[config.mk]
export PLATFORM = sky130hd
export DESIGN_NAME = iswc_top
export DESIGN_NICKNAME = d
export VERILOG_FILES = /design/src/hw/iswc_pkg.sv /design/src/hw/iswc_line_filter.sv /design/src/hw/iswc_top.sv
export VERILOG_INCLUDE_DIRS = /design/src /design/src/hw
export SDC_FILE = /design/constraint.sdc
export NUM_CORES = 1
export LEC_CHECK = 0
export ABC_AREA = 1
export BUFFER_PORTS_ARGS = -buffer_cell sky130_fd_sc_hd__buf_2
export CAP_MARGIN = 25
export CORE_MARGIN = 1.5
export CORE_UTILIZATION = 55
export DETAILED_ROUTE_END_ITERATION = 8
export PLACE_DENSITY = 0.87
export RECOVER_POWER = 50
export SYNTH_ARGS = -nofsm -noshare
export SYNTH_HDL_FRONTEND = slang
export SYNTH_SLANG_ARGS = --single-unit
export TNS_END_PERCENT = 30
[constraint.sdc]
create_clock -name mclk_i -period 2.3 [get_ports mclk_i]
set_clock_uncertainty 0.2 [all_clocks]
set_input_delay 0.115 -clock mclk_i [delete_from_list [all_inputs] [get_ports mclk_i]]
set_output_delay 0.115 -clock mclk_i [all_outputs]
set_load 0.02 [all_outputs]
[src/hw/iswc_defs.svh]
`ifndef ISWC_DEFS_SVH
`define ISWC_DEFS_SVH

// register byte offsets
`define ISWC_OFF_PROTO 8'h00
`define ISWC_OFF_TXF 8'h04
`define ISWC_OFF_RXF 8'h08
`define ISWC_OFF_TXQ 8'h0C
`define ISWC_OFF_RXQ 8'h10
`define ISWC_OFF_BLK 8'h14
`define ISWC_OFF_CAUSE 8'h18
`define ISWC_OFF_MASK 8'h1C
`define ISWC_OFF_SADDR 8'h20
`define ISWC_OFF_STAT 8'h24

// field positions
`define ISWC_TARGET_BIT 30
`define ISWC_CTRLR_BIT 31
`define ISWC_NACK_SEL_BIT 14
`define ISWC_MSB_FIRST_BIT 8
`define ISWC_MEDIAN_BIT 9
`define ISWC_ENABLE_BIT 31
`define ISWC_CLEAR_BIT 16
`define ISWC_FREEZE_BIT 17
`define ISWC_OP_SEL_BIT 0
`define ISWC_AM_SEL_BIT 1
`define ISWC_WAKE_BIT 0

// writable bits, everything else reads zero
`define ISWC_M_PROTO 32'hC000_4000
`define ISWC_M_TXF 32'h8000_010F
`define ISWC_M_RXF 32'h8000_030F
`define ISWC_M_QUEUE 32'h0003_0007
`define ISWC_M_BLK 32'h8300_0003

`define ISWC_RST_REG 32'h0000_0000
`define ISWC_RST_SADDR 7'h00
`define ISWC_MODE_I2C 2'h0
`define ISWC_RESP_OKAY 2'h0
`define ISWC_RESP_SLVERR 2'h2

`endif

[src/hw/iswc_pkg.sv]
package iswc_pkg;

  typedef enum logic [1:0] {
    PWR_ACTIVE = 2'h0,
    PWR_SLEEP = 2'h1,
    PWR_DEEP = 2'h2
  } iswc_pwr_e;

  typedef enum logic [2:0] {
    ST_IDLE = 3'h0,
    ST_ADDR = 3'h1,
    ST_ADEC = 3'h2,
    ST_ACK = 3'h3,
    ST_NACK = 3'h4,
    ST_STRETCH = 3'h5,
    ST_HOLD = 3'h6,
    ST_SKIP = 3'h7
  } iswc_state_e;

  typedef logic [1:0] iswc_resp_t;

endpackage

[src/hw/iswc_line_filter.sv]
`timescale 1ns/100ps
module iswc_line_filter #(
  parameter int W = 2
) (
  input wire logic mclk_i,
  input wire logic resetn_i,
  input wire logic [W-1:0] pins_i,
  input wire logic median_en_i,
  output logic [W-1:0] lines_o
);
  logic [W-1:0] sync1_q;
  logic [W-1:0] sync2_q;
  logic [W-1:0] tap1_q;
  logic [W-1:0] tap2_q;
  logic [W-1:0] vote;

  // idle bus lines sit high, so everything resets to ones
  always_ff @(posedge mclk_i or negedge resetn_i)
  begin
    if (!resetn_i)
    begin
      sync1_q <= {W{1'b1}};
      sync2_q <= {W{1'b1}};
      tap1_q <= {W{1'b1}};
      tap2_q <= {W{1'b1}};
      lines_o <= {W{1'b1}};
    end
    else
    begin
      sync1_q <= pins_i;
      sync2_q <= sync1_q;
      tap1_q <= sync2_q;
      tap2_q <= tap1_q;
      lines_o <= median_en_i ? vote : sync2_q;
    end
  end

  // three-tap majority, costs one extra cycle of latency on each edge
  assign vote = (sync2_q & tap1_q) | (sync2_q & tap2_q) | (tap1_q & tap2_q);

endmodule

[src/hw/iswc_top.sv]
// Register access over AXI4-Lite and the placing of the registers were left to the implementer.
`timescale 1ns/100ps
`include "iswc_defs.svh"

module iswc_top #(
  parameter int LVL_W = 4
) (
  input wire logic mclk_i,
  input wire logic resetn_i,
  input wire logic [7:0] s_axi_awaddr_i,
  input wire logic s_axi_awvalid_i,
  output logic s_axi_awready_o,
  input wire logic [31:0] s_axi_wdata_i,
  input wire logic [3:0] s_axi_wstrb_i,
  input wire logic s_axi_wvalid_i,
  output logic s_axi_wready_o,
  output iswc_pkg::iswc_resp_t s_axi_bresp_o,
  output logic s_axi_bvalid_o,
  input wire logic s_axi_bready_i,
  input wire logic [7:0] s_axi_araddr_i,
  input wire logic s_axi_arvalid_i,
  output logic s_axi_arready_o,
  output logic [31:0] s_axi_rdata_o,
  output iswc_pkg::iswc_resp_t s_axi_rresp_o,
  output logic s_axi_rvalid_o,
  input wire logic s_axi_rready_i,
  input wire logic scl_i,
  input wire logic sda_i,
  output logic scl_o,
  output logic scl_oe_o,
  output logic sda_o,
  output logic sda_oe_o,
  input wire iswc_pkg::iswc_pwr_e pwr_state_i,
  input wire logic [LVL_W-1:0] tx_level_i,
  input wire logic [LVL_W-1:0] rx_level_i,
  output logic tx_trigger_o,
  output logic rx_trigger_o,
  output logic tx_clear_o,
  output logic rx_clear_o,
  output logic tx_freeze_o,
  output logic rx_freeze_o,
  output logic target_en_o,
  output logic controller_en_o,
  output logic int_run_o,
  output logic handoff_o,
  output logic irq_o
);
  import iswc_pkg::*;

  function automatic logic [7:0] align(input logic [7:0] a);
    align = {a[7:2], 2'h0};
  endfunction

  function automatic logic [31:0] wmerge(input logic [31:0] old,
                                         input logic [31:0] data,
                                         input logic [3:0] strb);
    logic [31:0] r;
    r = old;
    for (int i = 0; i < 4; i++)
    begin
      if (strb[i])
      begin
        r[i*8 +: 8] = data[i*8 +: 8];
      end
    end
    wmerge = r;
  endfunction

  logic [31:0] proto_q;
  logic [31:0] txf_q;
  logic [31:0] rxf_q;
  logic [31:0] txq_q;
  logic [31:0] rxq_q;
  logic [31:0] blk_q;
  logic [6:0] saddr_q;
  logic mask_q;
  logic cause_q;
  logic cause_d;
  logic aw_have_q;
  logic w_have_q;
  logic [7:0] awaddr_q;
  logic [31:0] wdata_q;
  logic [3:0] wstrb_q;
  logic [31:0] rd_word;
  logic rd_hit;
  iswc_state_e st_q;
  iswc_state_e st_d;
  logic [3:0] cnt_q;
  logic [15:0] sh_q;
  logic scl_f;
  logic sda_f;
  logic scl_p_q;
  logic sda_p_q;

  // register bus decode
  wire wr_en = aw_have_q && w_have_q && !s_axi_bvalid_o;
  wire [7:0] aw_al = align(awaddr_q);
  wire [7:0] ar_al = align(s_axi_araddr_i);
  wire [31:0] wword = wmerge(32'h0000_0000, wdata_q, wstrb_q);
  wire ar_take = s_axi_arvalid_i && s_axi_arready_o;
  wire wr_map = (aw_al <= `ISWC_OFF_STAT);

  // configuration decode
  wire blk_en = blk_q[`ISWC_ENABLE_BIT];
  wire mode_i2c = (blk_q[25:24] == `ISWC_MODE_I2C);
  wire am_ext = blk_q[`ISWC_AM_SEL_BIT];
  wire op_ext = blk_q[`ISWC_OP_SEL_BIT];
  wire awake = (pwr_state_i != PWR_DEEP);
  wire nack_sel = proto_q[`ISWC_NACK_SEL_BIT];
  wire cfg_bad = !am_ext && op_ext;
  wire run = blk_en && mode_i2c && !cfg_bad;
  wire em_run = run && am_ext && proto_q[`ISWC_TARGET_BIT]
                && txf_q[`ISWC_ENABLE_BIT] && rxf_q[`ISWC_ENABLE_BIT];

  // line conditions on the filtered, synchronised lines
  wire scl_rise = scl_f && !scl_p_q;
  wire scl_fall = !scl_f && scl_p_q;
  wire start = scl_f && scl_p_q && sda_p_q && !sda_f;
  wire stop = scl_f && scl_p_q && !sda_p_q && sda_f;
  wire msb_first = rxf_q[`ISWC_MSB_FIRST_BIT];
  wire [7:0] rx_byte = msb_first ? sh_q[7:0] : sh_q[15:8];
  wire match = (rx_byte[7:1] == saddr_q);
  wire match_ev = em_run && (st_q == ST_ADEC) && scl_fall && match
                  && !start && !stop;

  iswc_line_filter #(
    .W(2)
  ) u_filter (
    .mclk_i(mclk_i),
    .resetn_i(resetn_i),
    .pins_i({scl_i, sda_i}),
    .median_en_i(rxf_q[`ISWC_MEDIAN_BIT]),
    .lines_o({scl_f, sda_f})
  );

  // write channel: address and data taken independently
  always_ff @(posedge mclk_i or negedge resetn_i)
  begin
    if (!resetn_i)
    begin
      aw_have_q <= 1'b0;
      w_have_q <= 1'b0;
      awaddr_q <= 8'h00;
      wdata_q <= 32'h0000_0000;
      wstrb_q <= 4'h0;
      s_axi_bvalid_o <= 1'b0;
      s_axi_bresp_o <= `ISWC_RESP_OKAY;
    end
    else
    begin
      if (s_axi_awvalid_i && s_axi_awready_o)
      begin
        aw_have_q <= 1'b1;
        awaddr_q <= s_axi_awaddr_i;
      end
      if (s_axi_wvalid_i && s_axi_wready_o)
      begin
        w_have_q <= 1'b1;
        wdata_q <= s_axi_wdata_i;
        wstrb_q <= s_axi_wstrb_i;
      end
      if (wr_en)
      begin
        s_axi_bvalid_o <= 1'b1;
        s_axi_bresp_o <= wr_map ? `ISWC_RESP_OKAY : `ISWC_RESP_SLVERR;
      end
      else if (s_axi_bvalid_o && s_axi_bready_i)
      begin
        s_axi_bvalid_o <= 1'b0;
        aw_have_q <= 1'b0;
        w_have_q <= 1'b0;
      end
    end
  end

  // ready is low while a word is held, so it stays registered
  always_ff @(posedge mclk_i or negedge resetn_i)
  begin
    if (!resetn_i)
    begin
      s_axi_awready_o <= 1'b1;
      s_axi_wready_o <= 1'b1;
    end
    else
    begin
      s_axi_awready_o <= !(aw_have_q || (s_axi_awvalid_i && s_axi_awready_o))
                         || (s_axi_bvalid_o && s_axi_bready_i);
      s_axi_wready_o <= !(w_have_q || (s_axi_wvalid_i && s_axi_wready_o))
                        || (s_axi_bvalid_o && s_axi_bready_i);
    end
  end

  // configuration registers
  always_ff @(posedge mclk_i or negedge resetn_i)
  begin
    if (!resetn_i)
    begin
      proto_q <= `ISWC_RST_REG;
      txf_q <= `ISWC_RST_REG;
      rxf_q <= `ISWC_RST_REG;
      txq_q <= `ISWC_RST_REG;
      rxq_q <= `ISWC_RST_REG;
      blk_q <= `ISWC_RST_REG;
      saddr_q <= `ISWC_RST_SADDR;
      mask_q <= 1'b0;
    end
    else if (wr_en)
    begin
      if (aw_al == `ISWC_OFF_PROTO)
        proto_q <= wmerge(proto_q, wdata_q, wstrb_q) & `ISWC_M_PROTO;
      if (aw_al == `ISWC_OFF_TXF)
        txf_q <= wmerge(txf_q, wdata_q, wstrb_q) & `ISWC_M_TXF;
      if (aw_al == `ISWC_OFF_RXF)
        rxf_q <= wmerge(rxf_q, wdata_q, wstrb_q) & `ISWC_M_RXF;
      if (aw_al == `ISWC_OFF_TXQ)
        txq_q <= wmerge(txq_q, wdata_q, wstrb_q) & `ISWC_M_QUEUE;
      if (aw_al == `ISWC_OFF_RXQ)
        rxq_q <= wmerge(rxq_q, wdata_q, wstrb_q) & `ISWC_M_QUEUE;
      if (aw_al == `ISWC_OFF_BLK)
        blk_q <= wmerge(blk_q, wdata_q, wstrb_q) & `ISWC_M_BLK;
      if ((aw_al == `ISWC_OFF_SADDR) && wstrb_q[0])
        saddr_q <= wdata_q[6:0];
      if ((aw_al == `ISWC_OFF_MASK) && wstrb_q[0])
        mask_q <= wdata_q[`ISWC_WAKE_BIT];
    end
  end

  // wake cause, set beats a same-cycle write-one clear
  assign cause_d = match_ev || (cause_q && !(wr_en && (aw_al == `ISWC_OFF_CAUSE)
                   && wword[`ISWC_WAKE_BIT]));

  always_ff @(posedge mclk_i or negedge resetn_i)
  begin
    if (!resetn_i)
      cause_q <= 1'b0;
    else
      cause_q <= cause_d;
  end

  // read path
  always_comb
  begin
    rd_hit = 1'b1;
    case (ar_al)
      `ISWC_OFF_PROTO: rd_word = proto_q;
      `ISWC_OFF_TXF: rd_word = txf_q;
      `ISWC_OFF_RXF: rd_word = rxf_q;
      `ISWC_OFF_TXQ: rd_word = txq_q;
      `ISWC_OFF_RXQ: rd_word = rxq_q;
      `ISWC_OFF_BLK: rd_word = blk_q;
      `ISWC_OFF_CAUSE: rd_word = {31'h0000_0000, cause_q};
      `ISWC_OFF_MASK: rd_word = {31'h0000_0000, mask_q};
      `ISWC_OFF_SADDR: rd_word = {25'h000_0000, saddr_q};
      `ISWC_OFF_STAT: rd_word = {22'h00_0000, handoff_o, int_run_o, cfg_bad,
                                 st_q, scl_f, sda_f, tx_trigger_o, rx_trigger_o};
      default:
      begin
        rd_word = 32'h0000_0000;
        rd_hit = 1'b0;
      end
    endcase
  end

  always_ff @(posedge mclk_i or negedge resetn_i)
  begin
    if (!resetn_i)
    begin
      s_axi_arready_o <= 1'b1;
      s_axi_rvalid_o <= 1'b0;
      s_axi_rdata_o <= 32'h0000_0000;
      s_axi_rresp_o <= `ISWC_RESP_OKAY;
    end
    else if (ar_take)
    begin
      s_axi_arready_o <= 1'b0;
      s_axi_rvalid_o <= 1'b1;
      s_axi_rdata_o <= rd_word;
      s_axi_rresp_o <= rd_hit ? `ISWC_RESP_OKAY : `ISWC_RESP_SLVERR;
    end
    else if (s_axi_rvalid_o && s_axi_rready_i)
    begin
      s_axi_arready_o <= 1'b1;
      s_axi_rvalid_o <= 1'b0;
    end
  end

  // externally clocked address matcher
  always_comb
  begin
    st_d = st_q;
    if (!em_run || stop)
      st_d = ST_IDLE;
    else if (start)
      st_d = ST_ADDR;
    else
      case (st_q)
        // frame ends after field plus one bits
        ST_ADDR: if (scl_rise && (cnt_q == rxf_q[3:0])) st_d = ST_ADEC;
        ST_ADEC:
        begin
          if (scl_fall)
            st_d = !match ? ST_SKIP : awake ? ST_ACK
                   : nack_sel ? ST_NACK : ST_STRETCH;
        end
        ST_ACK: if (scl_fall) st_d = ST_HOLD;
        ST_NACK: if (scl_fall) st_d = ST_SKIP;
        ST_STRETCH: if (awake) st_d = ST_ACK;
        default: st_d = st_q;
      endcase
  end

  always_ff @(posedge mclk_i or negedge resetn_i)
  begin
    if (!resetn_i)
    begin
      st_q <= ST_IDLE;
      cnt_q <= 4'h0;
      sh_q <= 16'h0000;
      scl_p_q <= 1'b1;
      sda_p_q <= 1'b1;
    end
    else
    begin
      st_q <= st_d;
      scl_p_q <= scl_f;
      sda_p_q <= sda_f;
      if (start)
        cnt_q <= 4'h0;
      else if ((st_q == ST_ADDR) && scl_rise)
      begin
        cnt_q <= cnt_q + 4'h1;
        sh_q <= msb_first ? {sh_q[14:0], sda_f} : {sda_f, sh_q[15:1]};
      end
    end
  end

  // pin drive, registered off the next state; both lines only pull low
  // the ack and clock release share an edge: the controller samples
  // data 200 ns after its next clock rise, two cycles later
  always_ff @(posedge mclk_i or negedge resetn_i)
  begin
    if (!resetn_i)
    begin
      scl_o <= 1'b0;
      sda_o <= 1'b0;
      scl_oe_o <= 1'b0;
      sda_oe_o <= 1'b0;
      handoff_o <= 1'b0;
    end
    else
    begin
      scl_o <= 1'b0;
      sda_o <= 1'b0;
      scl_oe_o <= (st_d == ST_STRETCH);
      sda_oe_o <= (st_d == ST_ACK);
      handoff_o <= (st_d == ST_HOLD);
    end
  end

  // queue controls and role outputs
  always_ff @(posedge mclk_i or negedge resetn_i)
  begin
    if (!resetn_i)
    begin
      tx_trigger_o <= 1'b0;
      rx_trigger_o <= 1'b0;
      tx_clear_o <= 1'b0;
      rx_clear_o <= 1'b0;
      tx_freeze_o <= 1'b0;
      rx_freeze_o <= 1'b0;
      target_en_o <= 1'b0;
      controller_en_o <= 1'b0;
      int_run_o <= 1'b0;
      irq_o <= 1'b0;
    end
    else
    begin
      tx_trigger_o <= (tx_level_i < LVL_W'(txq_q[2:0]));
      rx_trigger_o <= (rx_level_i > LVL_W'(rxq_q[2:0]));
      tx_clear_o <= txq_q[`ISWC_CLEAR_BIT];
      rx_clear_o <= rxq_q[`ISWC_CLEAR_BIT];
      tx_freeze_o <= txq_q[`ISWC_FREEZE_BIT];
      rx_freeze_o <= rxq_q[`ISWC_FREEZE_BIT];
      target_en_o <= run && proto_q[`ISWC_TARGET_BIT];
      controller_en_o <= run && proto_q[`ISWC_CTRLR_BIT] && !op_ext;
      // internal logic stops in deep sleep
      int_run_o <= run && !op_ext && awake;
      irq_o <= cause_q && mask_q && (pwr_state_i != PWR_ACTIVE);
    end
  end
endmodule
==> out/qor.yml <==
status: "finished clean"
synth_flop_cell: "dfrtp_1"
gr-total-overflow: 0
worst_setup_path_start_kind: "flop"
endpoint_kind: "flop"
nets: 979
fmax_ghz: 0.446
multiInputGateArea_sq_um: 2350
grt_usage: 0.318
crit_chain: "nand2_2, clkinvlp_4, nand2_1, dlygate4sd3_1, nand2_1, dlygate4sd3_1"
start_util: 0.572
cp.arrival_ns: 2.40
port_buffers: 87
dieArea_sq_um: 12100
area.sequential_sq_um: 3520
htreeDepth: 4
post-route-period-util: 0.974
drc: 0
worst-path-stages: 6
syn2layout_area_growth_pct: 30.1
drv_cap: 0
via_per_inst: 5.54
ys_types: 42
drt_iter0_drc: 629
fin_util: 0.745
crit_path_max_incr_delay_ns: 0.55
hold_viol: 0
die_h_um: 110
final.setup.tns_ns: 0
cp_max_fo: 6
worst_ir_drop_vdd_uv: 971
worst-setup-path-type: "flop to flop"
cts_sinks: 140
final_common_cell: "nand2_1"
worst-path-buf-inv: 3
finalCriticalPeriod_ns: 2.24
ant_nets: 0
finalMaxSlewViolations: 0
synth_edf_count: 0
grt_start_max_net_pins: 58
hold_depth: 5
antenna_found_initial: 0
cts_root_buffer: "clkbuf_16"
finalPower_uw: 9060
firstDrtPassIters: 6
dp_hpwl_um: 10700
cts_max_path_buffers: 2
num_rows: 38
crit_family: "buffers and inverters"
p_leak_uw: 0.00404
grt_pass1_vias: 5914
ys_ff_latch: 140
num_vias: 5843
yosys_warnings: 0
ioPinCount: 127
fillerInstances: 745
setup_viol_count_final: 0
syn_area_sq_um: 6310
required_ns: 2.46
cts_tree: "done"
num_antenna_cells: 0
ys_seq_area_frac: 0.558
relSlewSlack: 0.0570
rr_worst_depth: 6
die_x_um: 110
cts_buffers: 17
layout_common_cells: "211 x nand2_1, 125 x dfrtp_1, 75 x inv_1"
drive_gt1_frac: 0.165
clkLatencyLatePin_ns: 0.42
grt_pass1_wl_um: 28700
core-area_sq_um: 11000
gp_congestion: 0.925
min_path_type: "input port to flop"
powerDensity_nw_per_um2: 1100
syn_inst: 732
clk_pin_slew_ns: 0.06
cp_slowest_cell: "dlygate4sd3_1"
routedWlPerCell_um: 17.0
async_flop_share: 1.00
drt_wl_total_um: 17900
worst_pin_slew_ns: 1.41
synth_area_per_cell_sq_um: 8.62
## per-layer routing
layer / vias up / share of wire / global-route usage
met2: 292 / 0.51 / 0.546
met4: 0 / 0.042 / 0.155
met1: 2783 / 0.37 / 0.373
li1: 2672 / - / -
met5: - / 0 / 0
met3: 96 / 0.074 / 0.0829
## final cells by class
type	instances	share of cell area
clock buffer	20	0.0556
clock inverter	12	0.0282
inverter	80	0.0375
multi-input combinational	498	0.286
sequential	140	0.429
tap	140	0.0213
timing repair buffer	165	0.142
## cells in the mapped netlist, types with 2 or more instances
cell type / number / area share
nand2_1: 212 / 0.13
o211ai_1: 4 / 0.0048
o31ai_1: 2 / 0.0024
a21oi_1: 19 / 0.015
inv_2: 3 / 0.0018
nand4_1: 7 / 0.0069
clkinv_1: 2 / 0.0012
nand2_2: 7 / 0.0069
o22ai_1: 6 / 0.0059
dfrtp_1: 125 / 0.50
ha_1: 6 / 0.012
nor3_1: 6 / 0.0048
o21a_1: 2 / 0.0024
a31oi_1: 14 / 0.014
xor2_1: 2 / 0.0028
inv_1: 75 / 0.045
a21o_1: 2 / 0.0024
buf_4: 20 / 0.024
buf_2: 3 / 0.0024
nor2_1: 67 / 0.040
xnor2_1: 2 / 0.0028
nor2_2: 4 / 0.0040
o21ai_0: 68 / 0.054
a221oi_1: 2 / 0.0028
nand3_1: 22 / 0.017
clkbuf_1: 8 / 0.0048
a22oi_1: 5 / 0.0059
dfstp_2: 15 / 0.062
nand3b_1: 2 / 0.0024
o21ai_1: 4 / 0.0032
mux2_2: 4 / 0.0071
nor2_4: 2 / 0.0036
## report_power, final
group          internal [uW]  leakage [uW]  switching, uW  total (uW)
sequential              3080       0.00183            473        3560
clock                   2110      0.000332           1080        3180
combinational            878       0.00188           1440        2320
total                   6070       0.00404           2990        9060
## worst register-to-register path, delay by kind of cell (launching register included)
kind / cells / cell delay, ns
AND/OR/NAND/NOR: 3 / 0.20
flip-flops: 1 / 0.54
buffers and inverters: 3 / 1.23
## timing repair
item                                    in CTS  in global routing
hold endpoints to repair                   174                  0
buffers inserted                             0                  5
endpoints found under the setup margin       0                 14
resized for setup                            0                  4
hold buffers                                66                  0
## sequential cells by signal (all words and copies together) (netlist names), 2 cells and up
register / count
s_axi_rdata_o: 17
sh_q: 16
wdata_q: 16
rxf_q: 7
saddr_q: 7
awaddr_q: 6
txf_q: 6
blk_q: 5
rxq_q: 5
txq_q: 5
cnt_q: 4
wstrb_q: 4
proto_q: 3
st_q: 3
u_filter.lines_o: 2
u_filter.sync1_q: 2
u_filter.sync2_q: 2
u_filter.tap1_q: 2
u_filter.tap2_q: 2
## worst paths after layout
check                                         startpoint                            end  slack [ns]
setup / recovery               s_axi_awready_o$_DFF_PN1_        awaddr_q[7]$_DFFE_PN0P_        0.06
hold / removal                         s_axi_araddr_i[5]   s_axi_rresp_o[1]$_DFFE_PN0P_        0.06
setup reg to reg               s_axi_awready_o$_DFF_PN1_        awaddr_q[7]$_DFFE_PN0P_        0.06
hold reg to reg            u_filter.sync1_q[1]$_DFF_PN1_  u_filter.sync2_q[1]$_DFF_PN1_        0.16
max in group asynchronous                       resetn_i        wdata_q[16]$_DFFE_PN0P_        0.34
min in group asynchronous                       resetn_i         tx_trigger_o$_DFF_PN0_        0.38
## stage by stage
step	hold WS (ns)	area, sq um	cells	setup WS [ns]
after floorplan	-0.381	6380	750	0.572
after global routing	0.0810	8210	1055	-0.00289
after CTS	0.00744	8220	1052	0.0193
after detailed placement	-0.0947	6870	954	0.327
final	0.0578	8210	1055	0.0599
after global placement	-0.0972	6870	954	0.367
## cell families after synthesis
family	count (synthesis)	synth area share
fa+ha+maj	6	0.0119
flops	140	0.558
other cells	1	0.000594
xor+xnor	5	0.00813
compound gates	132	0.119
mux	4	0.00714
simple gates	332	0.215
buf+inv	112	0.0803
No activity file was read; power rests on OpenSTA's default activity.
